### config.mk
export PLATFORM = sky130hd
export DESIGN_NAME = fses_host
export DESIGN_NICKNAME = d
export VERILOG_FILES = /design/src/design/fses_pkg.sv /design/src/design/fses_sync.sv /design/src/design/fses_timer.sv /design/src/design/fses_host.sv
export SDC_FILE = /design/constraint.sdc
export NUM_CORES = 1
export LEC_CHECK = 0
export BUFFER_PORTS_ARGS = -buffer_cell sky130_fd_sc_hd__buf_2
export CAP_MARGIN = 10
export CORE_MARGIN = 2
export CORE_UTILIZATION = 55
export CTS_CLUSTER_DIAMETER = 40
export DETAILED_ROUTE_END_ITERATION = 7
export GPL_TIMING_DRIVEN = 0
export HOLD_SLACK_MARGIN = 0.08
export PLACE_DENSITY = 0.88
export RECOVER_POWER = 25
export SLEW_MARGIN = 25
export SYNTH_ARGS = -nofsm -noshare
export SYNTH_HDL_FRONTEND = slang
export SYNTH_SLANG_ARGS = --single-unit
export TNS_END_PERCENT = 20
### constraint.sdc
create_clock -name sys_clk_i -period 11.6 [get_ports sys_clk_i]
set_clock_uncertainty 0.2 [all_clocks]
set_input_delay 0.58 -clock sys_clk_i [delete_from_list [all_inputs] [get_ports sys_clk_i]]
set_output_delay 0.58 -clock sys_clk_i [all_outputs]
set_load 0.005 [all_outputs]
### src/design/fses_pkg.sv
// Package of command codes, register offsets and timing counts for the flash host sequencer.
package fses_pkg;
    // ======================================================================
    // Command codes and unlock cycles.
    localparam logic [7:0]  CMD_UNLOCK1     = 8'haa;
    localparam logic [7:0]  CMD_UNLOCK2     = 8'h55;
    localparam logic [7:0]  CMD_ERASE_SETUP = 8'h80;
    localparam logic [7:0]  CMD_CHIP_ERASE  = 8'h10;
    localparam logic [7:0]  CMD_SECT_ERASE  = 8'h30;
    localparam logic [7:0]  CMD_PROG_SUSP   = 8'h51;
    localparam logic [7:0]  CMD_PROG_RESUME = 8'h50;
    localparam logic [7:0]  CMD_COMB_SUSP   = 8'hb0;
    localparam logic [7:0]  CMD_COMB_RESUME = 8'h30;
    localparam logic [7:0]  CMD_ID_ENTER    = 8'h90;
    localparam logic [7:0]  CMD_RESET       = 8'hf0;
    localparam logic [21:0] ADDR_UNLOCK1    = 22'h000555;
    localparam logic [21:0] ADDR_UNLOCK2    = 22'h0002aa;
    localparam int          UNLOCK_CYCLES   = 6;
    // ======================================================================
    // Software register offsets.
    localparam logic [3:0]  REG_CTRL   = 4'h0;
    localparam logic [3:0]  REG_ADDR   = 4'h1;
    localparam logic [3:0]  REG_STATUS = 4'h2;
    localparam logic [3:0]  REG_RDATA  = 4'h3;
    // Command field of the control register.
    localparam logic [2:0]  OP_NONE    = 3'h0;
    localparam logic [2:0]  OP_CHIP    = 3'h1;
    localparam logic [2:0]  OP_SECTOR  = 3'h2;
    localparam logic [2:0]  OP_ADD_SEC = 3'h3;
    localparam logic [2:0]  OP_SUSPEND = 3'h4;
    localparam logic [2:0]  OP_RESUME  = 3'h5;
    localparam logic [2:0]  OP_READ    = 3'h6;
    localparam logic [2:0]  OP_HWRESET = 3'h7;
    // Status bit positions in a data word.
    localparam int          BIT_POLL   = 7;
    localparam int          BIT_TOGGLE = 6;
    localparam int          BIT_TIMER  = 3;
    localparam int          BIT_ERTOG  = 2;
    // ======================================================================
    // Timing.
    localparam int          CLK_PERIOD_PS       = 5000;
    localparam int          BUS_CYCLE_NS        = 70;
    localparam int          BUS_CYCLES          =
        (BUS_CYCLE_NS * 1000 + CLK_PERIOD_PS - 1) / CLK_PERIOD_PS;
    localparam int          RESET_PULSE_NS      = 500;
    localparam int          RESET_CYCLES        =
        (RESET_PULSE_NS * 1000 + CLK_PERIOD_PS - 1) / CLK_PERIOD_PS;
    localparam int          SECT_GAP_US         = 50;
    localparam int          SECT_GAP_CYCLES     = (SECT_GAP_US * 1000000) / CLK_PERIOD_PS - 1;
    localparam int          RES_TO_SUSP_US      = 100;
    localparam int          RES_TO_SUSP_CYCLES  =
        (RES_TO_SUSP_US * 1000000 + CLK_PERIOD_PS - 1) / CLK_PERIOD_PS;
endpackage

### src/design/fses_sync.sv
// Two flip-flop synchroniser for pin inputs.
`timescale 1ns/10ps
module fses_sync #(
    parameter int W = 1
) (
    input  wire logic         sys_clk_i,
    input  wire logic         rst_i,
    input  wire logic         ce_i,
    input  wire logic [W-1:0] d_i,
    output logic      [W-1:0] q_o
);
    logic [W-1:0] meta;

    // Two stages; only the second reads the first.
    always_ff @(posedge sys_clk_i or posedge rst_i) begin
        if (rst_i) begin
            meta <= '0;
            q_o  <= '0;
        end else if (ce_i) begin
            meta <= d_i;
            q_o  <= meta;
        end
    end
endmodule

### src/design/fses_timer.sv
// Loadable down counter used for the sector-add window and the resume-to-suspend guard.
`timescale 1ns/10ps
module fses_timer #(
    parameter int W = 24
) (
    input  wire logic         sys_clk_i,
    input  wire logic         rst_i,
    input  wire logic         ce_i,
    input  wire logic         load_i,
    input  wire logic [W-1:0] value_i,
    output logic              done_o
);
    logic [W-1:0] count;
    logic [W-1:0] next_count;

    // Load wins over counting down.
    always_comb begin
        next_count = count;
        if (load_i) begin
            next_count = value_i;
        end else if (count != '0) begin
            next_count = count - 1'b1;
        end
    end

    // Registers the count.
    always_ff @(posedge sys_clk_i or posedge rst_i) begin
        if (rst_i) begin
            count <= '0;
        end else if (ce_i) begin
            count <= next_count;
        end
    end

    assign done_o = (count == '0);
endmodule

### src/design/fses_host.sv
// Host controller that drives erase and program suspend sequences into a parallel flash.
`timescale 1ns/10ps
module fses_host
    import fses_pkg::*;
#(
    parameter int AW        = 22,
    parameter int DW        = 16,
    parameter int SECT_GAP  = SECT_GAP_CYCLES,
    parameter int RES_GUARD = RES_TO_SUSP_CYCLES
) (
    input  wire logic          sys_clk_i,
    input  wire logic          rst_i,
    input  wire logic          ce_i,
    // Software port.
    input  wire logic [3:0]    sw_addr_i,
    input  wire logic [31:0]   sw_wdata_i,
    input  wire logic          sw_wr_i,
    input  wire logic          sw_rd_i,
    output logic      [31:0]   sw_rdata_o,
    // Flash pins.
    output logic      [AW-1:0] fl_addr_o,
    output logic      [DW-1:0] fl_dq_o,
    output logic               fl_dq_oe_o,
    input  wire logic [DW-1:0] fl_dq_i,
    output logic               fl_we_n_o,
    output logic               fl_oe_n_o,
    output logic               fl_ce_n_o,
    output logic               fl_reset_n_o,
    input  wire logic          fl_ready_i
);
    import fses_pkg::*;

    typedef enum {
        ST_IDLE, ST_WRITE, ST_READ, ST_RESET, ST_BUSY
    } fses_state_t;

    // ======================================================================
    // Pin synchronisers.
    logic [DW-1:0] dq_sync;
    logic          ready_sync;

    fses_sync #(.W(DW + 1)) u_sync (
        .sys_clk_i (sys_clk_i),
        .rst_i     (rst_i),
        .ce_i      (ce_i),
        .d_i       ({fl_ready_i, fl_dq_i}),
        .q_o       ({ready_sync, dq_sync})
    );

    // ======================================================================
    // Sequencer state.
    fses_state_t   state, next_state;
    logic [2:0]    op, next_op;
    logic [2:0]    step, next_step;
    logic [7:0]    cyc, next_cyc;
    logic [AW-1:0] addr_reg, next_addr_reg;
    logic [AW-1:0] sect, next_sect;
    logic [DW-1:0] rdata, next_rdata;
    logic [AW-1:0] next_fl_addr;
    logic [DW-1:0] next_fl_dq;
    logic          next_we_n, next_oe_n, next_dq_oe, next_reset_n;
    logic          in_window, next_in_window;
    logic          err, next_err;
    logic          resumed, next_resumed;
    logic          gap_load, gap_done, guard_load, guard_done;

    // Window timer: reloaded at the end of the final write of each sector erase or added sector.
    fses_timer #(.W(24)) u_gap (
        .sys_clk_i (sys_clk_i),
        .rst_i     (rst_i),
        .ce_i      (ce_i),
        .load_i    (gap_load),
        .value_i   (24'(SECT_GAP)),
        .done_o    (gap_done)
    );

    // Resume-to-suspend guard timer.
    fses_timer #(.W(24)) u_guard (
        .sys_clk_i (sys_clk_i),
        .rst_i     (rst_i),
        .ce_i      (ce_i),
        .load_i    (guard_load),
        .value_i   (24'(RES_GUARD)),
        .done_o    (guard_done)
    );

    logic sw_ctrl_wr;
    logic [2:0] sw_op;
    logic last_write;
    logic [AW-1:0] cyc_addr;
    logic [7:0]    cyc_data;
    logic          idle_ok;

    assign sw_ctrl_wr = sw_wr_i && (sw_addr_i == REG_CTRL);
    assign sw_op      = sw_wdata_i[2:0];
    assign idle_ok    = (state == ST_IDLE);
    assign last_write = (step == 3'(UNLOCK_CYCLES - 1)) || (op == OP_ADD_SEC)
                      || (op == OP_SUSPEND) || (op == OP_RESUME);

    // Address and data of the current write step.
    always_comb begin
        cyc_addr = ADDR_UNLOCK1;
        cyc_data = CMD_UNLOCK1;
        unique case (op)
            OP_SUSPEND: begin
                cyc_addr = addr_reg;
                cyc_data = CMD_PROG_SUSP;
            end
            OP_RESUME: begin
                cyc_addr = addr_reg;
                cyc_data = CMD_PROG_RESUME;
            end
            OP_ADD_SEC: begin
                cyc_addr = sect;
                cyc_data = CMD_SECT_ERASE;
            end
            default: begin
                unique case (step)
                    3'd0, 3'd3: begin
                        cyc_addr = ADDR_UNLOCK1;
                        cyc_data = CMD_UNLOCK1;
                    end
                    3'd1, 3'd4: begin
                        cyc_addr = ADDR_UNLOCK2;
                        cyc_data = CMD_UNLOCK2;
                    end
                    3'd2: begin
                        cyc_addr = ADDR_UNLOCK1;
                        cyc_data = CMD_ERASE_SETUP;
                    end
                    default: begin
                        cyc_addr = (op == OP_CHIP) ? ADDR_UNLOCK1 : sect;
                        cyc_data = (op == OP_CHIP) ? CMD_CHIP_ERASE : CMD_SECT_ERASE;
                    end
                endcase
            end
        endcase
    end

    // Next-state logic of the sequencer and pins.
    always_comb begin
        next_state     = state;
        next_op        = op;
        next_step      = step;
        next_cyc       = cyc;
        next_addr_reg  = addr_reg;
        next_sect      = sect;
        next_rdata     = rdata;
        next_fl_addr   = fl_addr_o;
        next_fl_dq     = fl_dq_o;
        next_we_n      = fl_we_n_o;
        next_oe_n      = fl_oe_n_o;
        next_dq_oe     = fl_dq_oe_o;
        next_reset_n   = fl_reset_n_o;
        next_in_window = in_window && !gap_done;
        next_err       = err;
        next_resumed   = resumed;
        gap_load       = 1'b0;
        guard_load     = 1'b0;
        if (sw_wr_i && sw_addr_i == REG_ADDR) begin
            next_addr_reg = sw_wdata_i[AW-1:0];
            next_sect     = sw_wdata_i[AW-1:0];
        end
        unique case (state)
            ST_IDLE: begin
                if (sw_ctrl_wr) begin
                    next_op   = sw_op;
                    next_step = 3'd0;
                    next_cyc  = 8'd0;
                    next_err  = 1'b0;
                    unique case (sw_op)
                        OP_NONE: next_state = ST_IDLE;
                        OP_READ: begin
                            next_state   = ST_READ;
                            next_fl_addr = addr_reg;
                            next_oe_n    = 1'b0;
                        end
                        OP_HWRESET: begin
                            next_state     = ST_RESET;
                            next_reset_n   = 1'b0;
                            next_in_window = 1'b0;
                        end
                        OP_ADD_SEC: begin
                            if (in_window) begin
                                next_state = ST_WRITE;
                            end else begin
                                next_err   = 1'b1;
                            end
                        end
                        OP_SUSPEND: begin
                            if (resumed && !guard_done) begin
                                next_err   = 1'b1;
                            end else begin
                                next_state = ST_WRITE;
                            end
                        end
                        default: next_state = ST_WRITE;
                    endcase
                end
            end
            ST_WRITE: begin
                next_fl_addr = cyc_addr;
                next_fl_dq   = {{(DW-8){1'b0}}, cyc_data};
                next_dq_oe   = 1'b1;
                next_cyc     = cyc + 8'd1;
                if (cyc == 8'd0) begin
                    next_we_n = 1'b0;
                end else if (cyc == 8'(BUS_CYCLES)) begin
                    next_we_n = 1'b1;
                end else if (cyc == 8'(2 * BUS_CYCLES)) begin
                    next_cyc   = 8'd0;
                    next_dq_oe = 1'b0;
                    if (last_write) begin
                        next_state = (op == OP_CHIP) ? ST_BUSY : ST_IDLE;
                        if (op == OP_SECTOR || op == OP_ADD_SEC) begin
                            gap_load       = 1'b1;
                            next_in_window = 1'b1;
                        end
                        if (op == OP_SUSPEND) begin
                            next_in_window = 1'b0;
                            next_resumed   = 1'b0;
                        end
                        if (op == OP_RESUME) begin
                            guard_load   = 1'b1;
                            next_resumed = 1'b1;
                        end
                    end else begin
                        next_step = step + 3'd1;
                    end
                end
            end
            ST_READ: begin
                next_cyc = cyc + 8'd1;
                if (cyc == 8'(BUS_CYCLES + 2)) begin
                    next_rdata = dq_sync;
                    next_oe_n  = 1'b1;
                    next_cyc   = 8'd0;
                    next_state = ST_IDLE;
                end
            end
            ST_RESET: begin
                next_cyc = cyc + 8'd1;
                if (cyc == 8'(RESET_CYCLES)) begin
                    next_reset_n = 1'b1;
                    next_cyc     = 8'd0;
                    next_state   = ST_IDLE;
                end
            end
            ST_BUSY: begin
                // Chip erase ignores commands, so only a reset is taken.
                if (sw_ctrl_wr && sw_op == OP_HWRESET) begin
                    next_state   = ST_RESET;
                    next_reset_n = 1'b0;
                    next_cyc     = 8'd0;
                end else if (ready_sync) begin
                    next_state = ST_IDLE;
                end
            end
        endcase
    end

    // Registers the sequencer and pins.
    always_ff @(posedge sys_clk_i or posedge rst_i) begin
        if (rst_i) begin
            state        <= ST_IDLE;
            op           <= OP_NONE;
            step         <= 3'd0;
            cyc          <= 8'd0;
            addr_reg     <= '0;
            sect         <= '0;
            rdata        <= '0;
            fl_addr_o    <= '0;
            fl_dq_o      <= '0;
            fl_we_n_o    <= 1'b1;
            fl_oe_n_o    <= 1'b1;
            fl_dq_oe_o   <= 1'b0;
            fl_reset_n_o <= 1'b1;
            in_window    <= 1'b0;
            err          <= 1'b0;
            resumed      <= 1'b0;
        end else if (ce_i) begin
            state        <= next_state;
            op           <= next_op;
            step         <= next_step;
            cyc          <= next_cyc;
            addr_reg     <= next_addr_reg;
            sect         <= next_sect;
            rdata        <= next_rdata;
            fl_addr_o    <= next_fl_addr;
            fl_dq_o      <= next_fl_dq;
            fl_we_n_o    <= next_we_n;
            fl_oe_n_o    <= next_oe_n;
            fl_dq_oe_o   <= next_dq_oe;
            fl_reset_n_o <= next_reset_n;
            in_window    <= next_in_window;
            err          <= next_err;
            resumed      <= next_resumed;
        end
    end

    assign fl_ce_n_o = idle_ok && fl_we_n_o && fl_oe_n_o;

    // ======================================================================
    // Software read port.
    logic [31:0] next_sw_rdata;

    // Selects the register read; data stands one cycle later.
    always_comb begin
        next_sw_rdata = 32'h0000_0000;
        if (sw_rd_i) begin
            unique case (sw_addr_i)
                REG_CTRL:   next_sw_rdata = {29'h0, op};
                REG_ADDR:   next_sw_rdata = 32'(addr_reg);
                REG_STATUS: next_sw_rdata = {26'h0, resumed, guard_done, err, in_window,
                                             ready_sync, !idle_ok};
                REG_RDATA:  next_sw_rdata = 32'(rdata);
                default:    next_sw_rdata = 32'h0000_0000;
            endcase
        end
    end

    // Registers read data.
    always_ff @(posedge sys_clk_i or posedge rst_i) begin
        if (rst_i) begin
            sw_rdata_o <= 32'h0000_0000;
        end else if (ce_i) begin
            sw_rdata_o <= next_sw_rdata;
        end
    end

    // ======================================================================
    // Checks.
    a_suspend_code: assert property (@(posedge sys_clk_i) disable iff (rst_i)
        (state == ST_WRITE && op == OP_SUSPEND && !fl_we_n_o) |-> fl_dq_o[7:0] == CMD_PROG_SUSP)
        else $error("Suspend write not 51h.");
    a_resume_code: assert property (@(posedge sys_clk_i) disable iff (rst_i)
        (state == ST_WRITE && op == OP_RESUME && !fl_we_n_o) |-> fl_dq_o[7:0] == CMD_PROG_RESUME)
        else $error("Resume write not 50h.");
    a_guard_kept: assert property (@(posedge sys_clk_i) disable iff (rst_i)
        (ce_i && sw_ctrl_wr && sw_op == OP_SUSPEND && idle_ok && resumed && !guard_done)
        |=> (state == ST_IDLE && err))
        else $error("Suspend sent inside guard interval.");
    a_chip_last: assert property (@(posedge sys_clk_i) disable iff (rst_i)
        (state == ST_WRITE && op == OP_CHIP && step == 3'd5 && !fl_we_n_o)
        |-> fl_dq_o[7:0] == CMD_CHIP_ERASE && fl_addr_o == AW'(ADDR_UNLOCK1))
        else $error("Chip erase final cycle wrong.");
    a_sect_last: assert property (@(posedge sys_clk_i) disable iff (rst_i)
        (state == ST_WRITE && op == OP_SECTOR && step == 3'd5 && !fl_we_n_o)
        |-> fl_dq_o[7:0] == CMD_SECT_ERASE && fl_addr_o == sect)
        else $error("Sector erase final cycle wrong.");
    a_unlock_first: assert property (@(posedge sys_clk_i) disable iff (rst_i)
        (state == ST_WRITE && (op == OP_CHIP || op == OP_SECTOR) && step == 3'd0 && !fl_we_n_o)
        |-> fl_dq_o[7:0] == CMD_UNLOCK1)
        else $error("First unlock cycle wrong.");
    a_window_add: assert property (@(posedge sys_clk_i) disable iff (rst_i)
        (ce_i && idle_ok && sw_ctrl_wr && sw_op == OP_ADD_SEC && !in_window) |=> err)
        else $error("Sector added outside window.");
    a_reset_pulse: assert property (@(posedge sys_clk_i) disable iff (rst_i)
        $fell(fl_reset_n_o) && ce_i |=> !fl_reset_n_o)
        else $error("Reset pulse too short.");
endmodule

==> metrics.yaml, run 1 <==
path_clk_slew_ns: 0.09
hp-class: "input port to flip-flop"
ys_seq_area_share_pct: 52.2
vias: 7471
synth-edff-count: 0
die_area_um2: 18100
hold_violations: 0
async_reset_ff_share_pct: 100
grt_max_degree: 104
layout.nets: 1057
critPathCaptureType: "asynchronous set/reset pin"
dr.first_iter.drc_count: 533
startpoint: "rst_i"
post_drt_wl_per_cell_um: 18.7
fp.dieW_um: 134
critPathLaunchType: "input port"
cts-buffers-inserted: 17
dieHeight_um: 134
comb_power_share_pct: 28.1
drv_slew: 93
swShare_pct: 36.0
hpwl_um: 15700
synth_cell_types: 76
netlist_area_um2: 9360
fmax_mhz: 253
cts_tree: "done"
synth_warnings: 0
p_int_mw: 1.38
crit_chain: "dlygate4sd3_1 > buf_2 > clkinvlp_2"
p_switching_mw: 0.775
antenna_left: 0
n_antenna_cell: 0
totalWireLength_um: 22800
fin_cells: 1220
insertion_delay_ns: 0.45
violations: "max-capacitance violations, max-slew violations"
io_buffer_count: 102
rsz0062_at_grt: "no"
clock-sinks: 195
fin_crit_sh_pct: 34.1
grt_first_pass_wirelength_um: 37700
status: "finished with violations"
worstSetupPathType: "input port to asynchronous set/reset pin"
crit_fanout: 93
setup_viol_count_final: 0
area_delta_synth_final_pct: 15.9
reg2reg_from: "cyc[5]"
netlist_instances: 847
power.total_mw: 2.15
initial_core_util_pct: 56.4
vias_per_cell: 6.12
min_path_cells: 2
ys.flop_type: "dfrtp_1"
place_congestion: 0.914
path_delay_family: "buffers and inverters"
hold_ws_ns: 0.157
drive_above_1_share_pct: 26.3
r2r_cells: 7
placedCellCount: 1187
synth-seq-cells: 195
critPathBufInv: 3
drc_errors: 0
cellPowerDensity_nw_per_um2: 198
power_frac_seq_pct: 44.2
fin_crit_ns: 3.96
tightest_slew_ns: 4.13
grt_pass1_vias: 7288
ios: 133
avgSynthCellArea_um2: 11.0
required_ns: 11.24
grt_overflow: 0
placed_cell_area_um2: 10200
clockBufferDepth: 2
antenna_found_initial: 1
p_leak_nw: 4.83
drt_first_pass_iters: 6
fin_area_um2: 10900
num_rows: 47
worst_path_max_delay_cell: "clkinvlp_2"
hold_start: "sw_wdata_i[9]"
core_um2: 16600
clkPwrFrac_pct: 27.7
cts_max_level: 4
slew_headroom_pct: -177
cts_post_setup_buffers_inserted: 0
arrival_ns: 3.60
grt_use_total_pct: 26.6
fin_tns_setup_ns: 0
crit_cells: 3
slowest_delay_ns: 2.29
ir_drop_mv: 0.158
drv_cap: 1
cts_root_buf: "clkbuf_16"
==> final timing paths <==
| path | end | slack, ns |
|---|---|---|
| min in group asynchronous | u_gap.count[18] | 1.72 |
| max in group sys_clk_i | u_gap.count[17] | 8.58 |
| max reg2reg | u_gap.count[17] | 8.58 |
| min reg2reg | fl_dq_o[7] | 0.29 |
| max | u_guard.count[13] | 7.64 |
| min | sect[9] | 0.16 |
==> Yosys cell counts, types with 12 or more instances <==
library cell / n / area, um2
nor2_1: 25 / 93.8
a21oi_1: 40 / 200
mux2_2: 80 / 901
ha_1: 12 / 150
a22o_1: 15 / 131
o31ai_1: 21 / 158
inv_1: 21 / 78.8
buf_4: 21 / 158
dfrtp_1: 192 / 4800
clkbuf_1: 34 / 128
nor3_1: 15 / 75.1
nand2_1: 60 / 225
or3_1: 22 / 138
o21ai_0: 47 / 235
nand3_1: 24 / 120
a22oi_1: 13 / 97.6
o2bb2ai_1: 20 / 175
or4_1: 17 / 128
==> routing by layer <==
layer  up-vias  global-route usage [%]  part of all wire, %
li1       3400                       -                    -
met1      3706                    35.3                   42
met2       314                    42.3                   48
met3        49                    7.60                  7.5
met4         2                    8.89                  2.4
met5         -                       0                0.057
==> logic make-up after synthesis <==
kind of cell             Yosys count  share of synthesized area, %
AO/OA/AOI/OAI                    209                          15.3
XOR/XNOR                           4                         0.374
adder cells (fa/ha/maj)           12                          1.60
buffers and inverters             88                          4.59
flip-flops                       195                          52.2
multiplexers                      87                          10.6
other                              1                        0.0401
AND/OR/NAND/NOR                  251                          15.3
==> metrics by stage <==
step / utilization (%) / worst slack, ns
after floorplan: - / 5.51
after global placement: 61.6 / 3.53
after detailed placement: 61.8 / 8.39
after CTS: 65.6 / 8.56
after global routing: 65.4 / 6.88
final: 65.4 / 7.64
==> power by group through the flow <==
stage / clock network [mW] / registers (mW) / logic [mW]
after floorplan: 0 / 0.933 / 0.419
final: 0.597 / 0.951 / 0.605
after global routing: 0.627 / 0.972 / 0.676
after CTS: 0.600 / 0.947 / 0.605
after global placement: 0 / 0.951 / 0.569
after detailed placement: 0 / 0.955 / 0.599
==> registers in the layout, indices dropped and copies added, names as in the netlist, 7 cells and up <==
register / flops
cyc: 8
fl_addr_o: 22
fl_dq_o: 7
rdata: 16
sect: 22
sw_rdata_o: 22
u_gap.count: 24
u_guard.count: 24
u_sync.meta: 17
u_sync.q_o: 17
==> timing repair <==
item | in CTS | in global routing
gates resized for setup | 0 | 0
endpoints found under the hold margin | 19 | 0
hold buffers | 1 | 0
==> layout make-up <==
type,instances,area [um2]
Buffer,66,347
Clock buffer,17,425
Clock inverter,15,185
Fill cell,1211,5730
Inverter,22,83.8
Multi-Input combinational cell,581,4120
Sequential cell,195,4880
Tap cell,220,275
Timing Repair Buffer,104,534
==> cells in the final DEF, fill, tap and decap left out, types with 5 or more instances in the layout <==
cell / count
o2bb2ai_1: 20
a22oi_1: 13
clkinv_8: 7
or3_1: 22
a31oi_1: 9
buf_1: 5
dfrtp_1: 192
nor4_1: 8
clkbuf_16: 17
or4_1: 17
a22o_1: 15
clkbuf_1: 45
buf_4: 21
nor2b_1: 5
o31ai_1: 21
ha_1: 12
buf_2: 94
nand2b_1: 10
a21oi_1: 40
nand2_1: 60
a21o_1: 5
and2_1: 10
o21ai_0: 47
nand3b_1: 5
mux2i_1: 5
nand3_1: 24
mux2_2: 80
inv_1: 20
o211ai_1: 6
nor2_1: 25
nor3_1: 15
conb_1: 18
or2_2: 7
and3_1: 7
Note: power is estimated with default switching activity, not from simulation.
==> inputs of run 2 (changes only) <==
- clock period: 11.6 -> 3.7 ns (I/O delays scaled with it)
==> run 2 against run 1 <==
  * The flow still finishes with violations (max-capacitance violations, max-slew violations)
  * Global-route usage up 2.8 points
  * Worst setup slack got worse by 7.0 ns
  * Non-clock buffer count up 50
  * Sequential share of layout area down 2.2 points
  * First-iteration DRC count is 7.5% higher
  * Via count grew 5.1%
  * Sequential cell count did not move
  * Highest routed layer is now met4
==> metrics.yaml, run 2 (synthesis results as in run 1) <==
layout_commonest_cell: "dfrtp_1"
antenna_left: 0
crit_fanout: 10
cellPowerDensity_nw_per_um2: 613
p_switching_mw: 2.54
slew_headroom_pct: -2.57
tightest_slew_ns: 1.54
grt_use_total_pct: 29.4
swShare_pct: 36.3
p_int_mw: 4.46
vias_per_cell: 6.18
initial_core_util_pct: 56.4
grt_max_degree: 34
grt_first_pass_wirelength_um: 41500
grtUsageMet2_pct: 48.6
clockBufferDepth: 2
cts_tree: "done"
p_leak_nw: 5.12
rsz0062_at_grt: "no"
path_clk_slew_ns: 0.08
critPathCaptureType: "flip-flop"
area_delta_synth_final_pct: 22.0
grt_overflow: 0
drt_first_pass_iters: 8
grt_pass1_vias: 7937
clock-sinks: 195
dieHeight_um: 134
dp_slack_ns: 0.715
cts_root_buf: "clkbuf_16"
insertion_delay_ns: 0.45
post_drt_wl_per_cell_um: 19.8
drv_cap: 1
worstSetupPathType: "flip-flop to flip-flop"
n_antenna_cell: 0
drc_errors: 0
fp.dieW_um: 134
cts_post_setup_buffers_inserted: 0
setup_viol_count_final: 0
io_buffer_count: 102
violations: "max-capacitance violations, max-slew violations"
num_rows: 47
die_area_um2: 18100
fin_crit_ns: 3.06
vias: 7852
critPathLaunchType: "flip-flop"
totalWireLength_um: 25100
status: "finished with violations"
arrival_ns: 3.17
cts_hold_buf: 45
drv_slew: 22
use_met3_pct: 7.14
fin_tns_setup_ns: 0
power.total_mw: 7.00
hold_ws_ns: 0.115
place_congestion: 0.903
post_cts_resized: 0
layout.nets: 1107
setup_ws_ns: 0.638
fmax_mhz: 327
reg_top3: "u_gap.count (24), u_guard.count (24)"
core_um2: 16600
drive_above_1_share_pct: 26.5
antenna_found_initial: 0
fin_crit_sh_pct: 82.8
hold_violations: 0
hpwl_um: 16600
gr-usage-met1_pct: 37.5
cts_max_level: 4
grt_busiest_layer: "met2"
final_cell_mix: "dfrtp_1, buf_2, mux2_2"
comb_power_share_pct: 28.6
hp-class: "input port to flip-flop"
ios: 133
power_frac_seq_pct: 42.9
ir_drop_mv: 0.415
dr.first_iter.drc_count: 573
cts-buffers-inserted: 17
clkPwrFrac_pct: 28.5
required_ns: 3.81
run 2: changes by cell type in the layout (fill, tap and decap cells not counted):
cell / delta
buf_2: +11
clkinv_8: -4
buf_16: +1
bufinv_16: +1
dlygate4sd3_1: +44
clkinvlp_4: -1
clkbuf_2: +1
inv_8: +3
clkinv_2: -2
buf_12: +2
clkbuf_1: -9
inv_12: +3
run 2: final cells by class:
| type | instances | area [um2] |
|---|---|---|
| Buffer | 66 | 347 |
| Clock buffer | 17 | 425 |
| Clock inverter | 15 | 215 |
| Fill cell | 1128 | 5170 |
| Inverter | 22 | 83.8 |
| Multi-Input combinational cell | 581 | 4120 |
| Sequential cell | 195 | 4880 |
| Tap cell | 220 | 275 |
| Timing Repair Buffer | 154 | 1070 |
run 2: power by group through the flow:
stage | Sequential (mW) | Clock, mW | Combinational [mW]
3_3_place_gp | 2.98 | 0 | 1.79
5_1_grt | 3.07 | 2.10 | 2.21
3_5_place_dp | 3.00 | 0 | 1.91
6_report | 3.01 | 2.00 | 2.00
2_1_floorplan | 2.92 | 0 | 1.31
4_1_cts | 2.98 | 2.00 | 1.97
run 2: per-stage QoR:
stage	util [%]	area [um2]	cells
6_report	68.8	11400	1270
5_1_grt	68.8	11400	1270
4_1_cts	69.1	11500	1270
3_5_place_dp	62.6	10400	1193
3_3_place_gp	61.6	10200	1186
2_1_floorplan	-	9430	864
run 2: worst paths after layout:
kind,depth (start not counted),from,to,slack (ns)
max,7,cyc[5],u_gap.count[15],0.64
min,4,sw_addr_i[3],sw_rdata_o[0],0.12
max reg2reg,7,cyc[5],u_gap.count[15],0.64
min reg2reg,2,fl_dq_o[0],fl_dq_o[0],0.27
max in group asynchronous,5,rst_i,u_guard.count[13],1.00
min in group asynchronous,3,rst_i,u_gap.count[17],0.18
run 2: worst max-delay path, stage by stage (launching register included):
cell and delay, ns:
dfrtp_1 0.46, or4b_1 0.56, clkbuf_1 0.20, nor3_2 0.43, and2_1 0.19, clkbuf_1 0.35, clkbuf_1 0.43, a21oi_1 0.10
run 2: layer usage:
| layer | vias to the layer above | share of wire [%] |
|---|---|---|
| li1 | 3496 | - |
| met1 | 3889 | 39 |
| met2 | 386 | 50 |
| met3 | 81 | 8.2 |
| met4 | 0 | 3.5 |
| met5 | - | 0 |
==> inputs of run 3 (changes only) <==
- ABC_AREA: default -> 1
- CORE_UTILIZATION: 55 -> 53
- clock period: 3.7 -> 2.7 ns (I/O delays scaled with it)
==> run 3 against run 2 <==
  * The flow now finishes without violations
  * Largest power group unchanged
  * Via count grew 17%
  * Non-clock buffer count shrank 9
  * Clock power rose by 28%
  * Fmax is 27% higher
  * Highest routed layer unchanged
  * Sequential share of layout area fell by 2.2 points
  * Register-to-register slack got worse by 0.36 ns
==> metrics.yaml, run 3 <==
cts_max_level: 4
antenna_found_initial: 0
grt_overflow: 0
p_switching_mw: 4.62
slowest_delay_ns: 0.41
min_path_cells: 5
arrival_ns: 2.54
fin_tns_setup_ns: 0
ys.flop_type: "dfrtp_1"
hold_violations: 0
critPathLaunchType: "flip-flop"
grt_first_pass_wirelength_um: 43600
whs_endpoint: "op[1]"
n_antenna_cell: 0
reg2reg_from: "cyc[0]"
drt_first_pass_iters: 5
ir_drop_mv: 0.556
worstSetupPathType: "flip-flop to flip-flop"
vias: 9180
clock-sinks: 195
drive_above_1_share_pct: 15.0
required_ns: 2.82
path_delay_family: "simple AND/OR/NAND/NOR gates"
fin_crit_ns: 2.42
synth_area_leaders: "dfrtp_1, nand2_1, nor2_1, o21ai_0, inv_1"
p_int_mw: 6.49
cts_root_buf: "clkbuf_16"
netlist_instances: 1269
worst_path_max_delay_cell: "dfrtp_1"
drv_slew: 0
synth_top_area_share_pct: 47.9
initial_core_util_pct: 53.8
async_reset_ff_share_pct: 100
hpwl_um: 19900
cts_tree: "done"
cts-buffers-inserted: 17
synth_warnings: 0
grt_max_degree: 34
dr.first_iter.drc_count: 605
die_area_um2: 20100
fin_cells: 1708
fin_crit_sh_pct: 89.6
power_frac_seq_pct: 39.3
ios: 133
layout_commonest_cell: "nand2_1"
cts_post_setup_buffers_inserted: 0
timing.rr.end: "u_gap.count[22]"
path_clk_slew_ns: 0.08
netlist_area_um2: 10000
totalWireLength_um: 26900
setup_ws_ns: 0.280
synth_cell_types: 49
tightest_slew_ns: 0.983
io_buffer_count: 103
antenna_left: 0
placedCellCount: 1629
r2r_cells: 10
crit_fanout: 10
grt_pass1_vias: 8971
slew_headroom_pct: 34.1
vias_per_cell: 5.37
avgSynthCellArea_um2: 7.91
hp-class: "input port to flip-flop"
clkPwrFrac_pct: 23.2
layout.nets: 1531
ys_seq_area_share_pct: 48.7
grt_use_total_pct: 27.5
num_rows: 50
fmax_mhz: 413
drc_errors: 0
hold_start: "sw_wr_i"
cp_common_cell: "inv_1"
comb_power_share_pct: 37.6
final_cell_mix: "nand2_1, dfrtp_1, nor2_1"
post-synth-top-count-cell: "nand2_1"
synth-seq-cells: 195
dieHeight_um: 142
rsz0062_at_grt: "no"
status: "complete, no violations"
area_delta_synth_final_pct: 20.0
insertion_delay_ns: 0.45
core_um2: 18600
cellPowerDensity_nw_per_um2: 923
swShare_pct: 41.6
post_drt_wl_per_cell_um: 15.7
worst-r2r-setup-slack_ns: 0.28
crit_chain: "inv_1 > ha_1 > inv_1 > nor2_1 > nand3_2 > inv_1 > nand4_1 > buf_2 > nand3_1 > o21ai_0"
p_leak_nw: 6.16
critPathBufInv: 4
drv_cap: 0
yosysTopAreaCell: "dfrtp_1"
fin_util_pct: 64.6
fp.dieW_um: 142
synth-edff-count: 0
synth_common_cells: "nand2_1, dfrtp_1, nor2_1"
critPathCaptureType: "flip-flop"
reg_top3: "u_gap.count (24), u_guard.count (24)"
dp_slack_ns: 0.355
place_congestion: 0.914
clockBufferDepth: 2
setup_viol_count_final: 0
## run 3: changes by cell type after synthesis, sizes merged, moves of 21 or more
cell,delta
nand2,+340
nor2,+140
inv,+94
mux2,-74
o21ai,+72
nand3,+44
or3,-24
or4,-22
o31ai,-21
xor2,+21
## run 3: final cells by class
| cell class | count | area [um2] |
|---|---|---|
| Buffer | 55 | 352 |
| Multi-Input combinational cell | 920 | 4430 |
| Tap cell | 234 | 293 |
| Timing Repair Buffer | 156 | 1050 |
| Clock inverter | 15 | 168 |
| Inverter | 116 | 439 |
| Sequential cell | 195 | 4880 |
| Fill cell | 1527 | 6600 |
| Clock buffer | 17 | 425 |
## run 3: power by group through the flow
stage | Sequential (mW) | Clock (mW) | Combinational, mW
6_report | 4.36 | 2.57 | 4.17
5_1_grt | 4.44 | 2.71 | 4.76
4_1_cts | 4.34 | 2.58 | 4.16
3_5_place_dp | 4.38 | 0 | 4.07
3_3_place_gp | 4.35 | 0 | 3.91
2_1_floorplan | 4.23 | 0 | 3.00
## run 3: metal layers
layer	part of all wire (%)	track usage, %
met3	6.5	4.99
met5	0	0
met2	50	47.9
met1	41	34.0
met4	3.0	11.5
## run 3: cells by family after synthesis
kind of cell / synth area share (%)
buffers and inverters: 7.87
multiplexers: 0.673
XOR/XNOR: 2.01
AND/OR/NAND/NOR: 28.3
AO/OA/AOI/OAI: 11.0
adder cells (fa/ha/maj): 1.50
flip-flops: 48.7
other: 0.0374
## run 3: stage by stage
stage	hold WS [ns]	area [um2]	total power, mW
after floorplan	0.0474	10100	7.22
after global placement	0.143	10900	8.27
after detailed placement	0.00507	11000	8.46
after CTS	0.0802	12100	11.1
after global routing	0.161	12000	11.9
final	0.0999	12000	11.1
## run 3: worst max-delay path by stage
| stage | start | slack (ns) | cells past startpoint | endpoint |
|---|---|---|---|---|
| after floorplan | rst_i | -0.15 | 1 | cyc[0] |
| after global placement | rst_i | -1.25 | 2 | fl_addr_o[19] |
| after detailed placement | cyc[0] | 0.36 | 10 | u_gap.count[22] |
| after CTS | cyc[0] | 0.34 | 10 | u_gap.count[22] |
| after global routing | rst_i | 0.15 | 6 | u_guard.count[21] |
| final | cyc[0] | 0.28 | 10 | u_gap.count[22] |
## run 3: repair_timing
action	in CTS	in global routing
hold buffers	47	0
resized for setup	0	0
endpoints found under the hold margin	136	0
## run 3: worst register-to-register path, stage by stage, from the launching register on
cell     delay (ns)
dfrtp_1        0.41
inv_1          0.12
ha_1           0.19
inv_1          0.05
nor2_1         0.14
nand3_2        0.21
inv_1          0.18
nand4_1        0.26
buf_2          0.31
nand3_1        0.13
o21ai_0        0.10
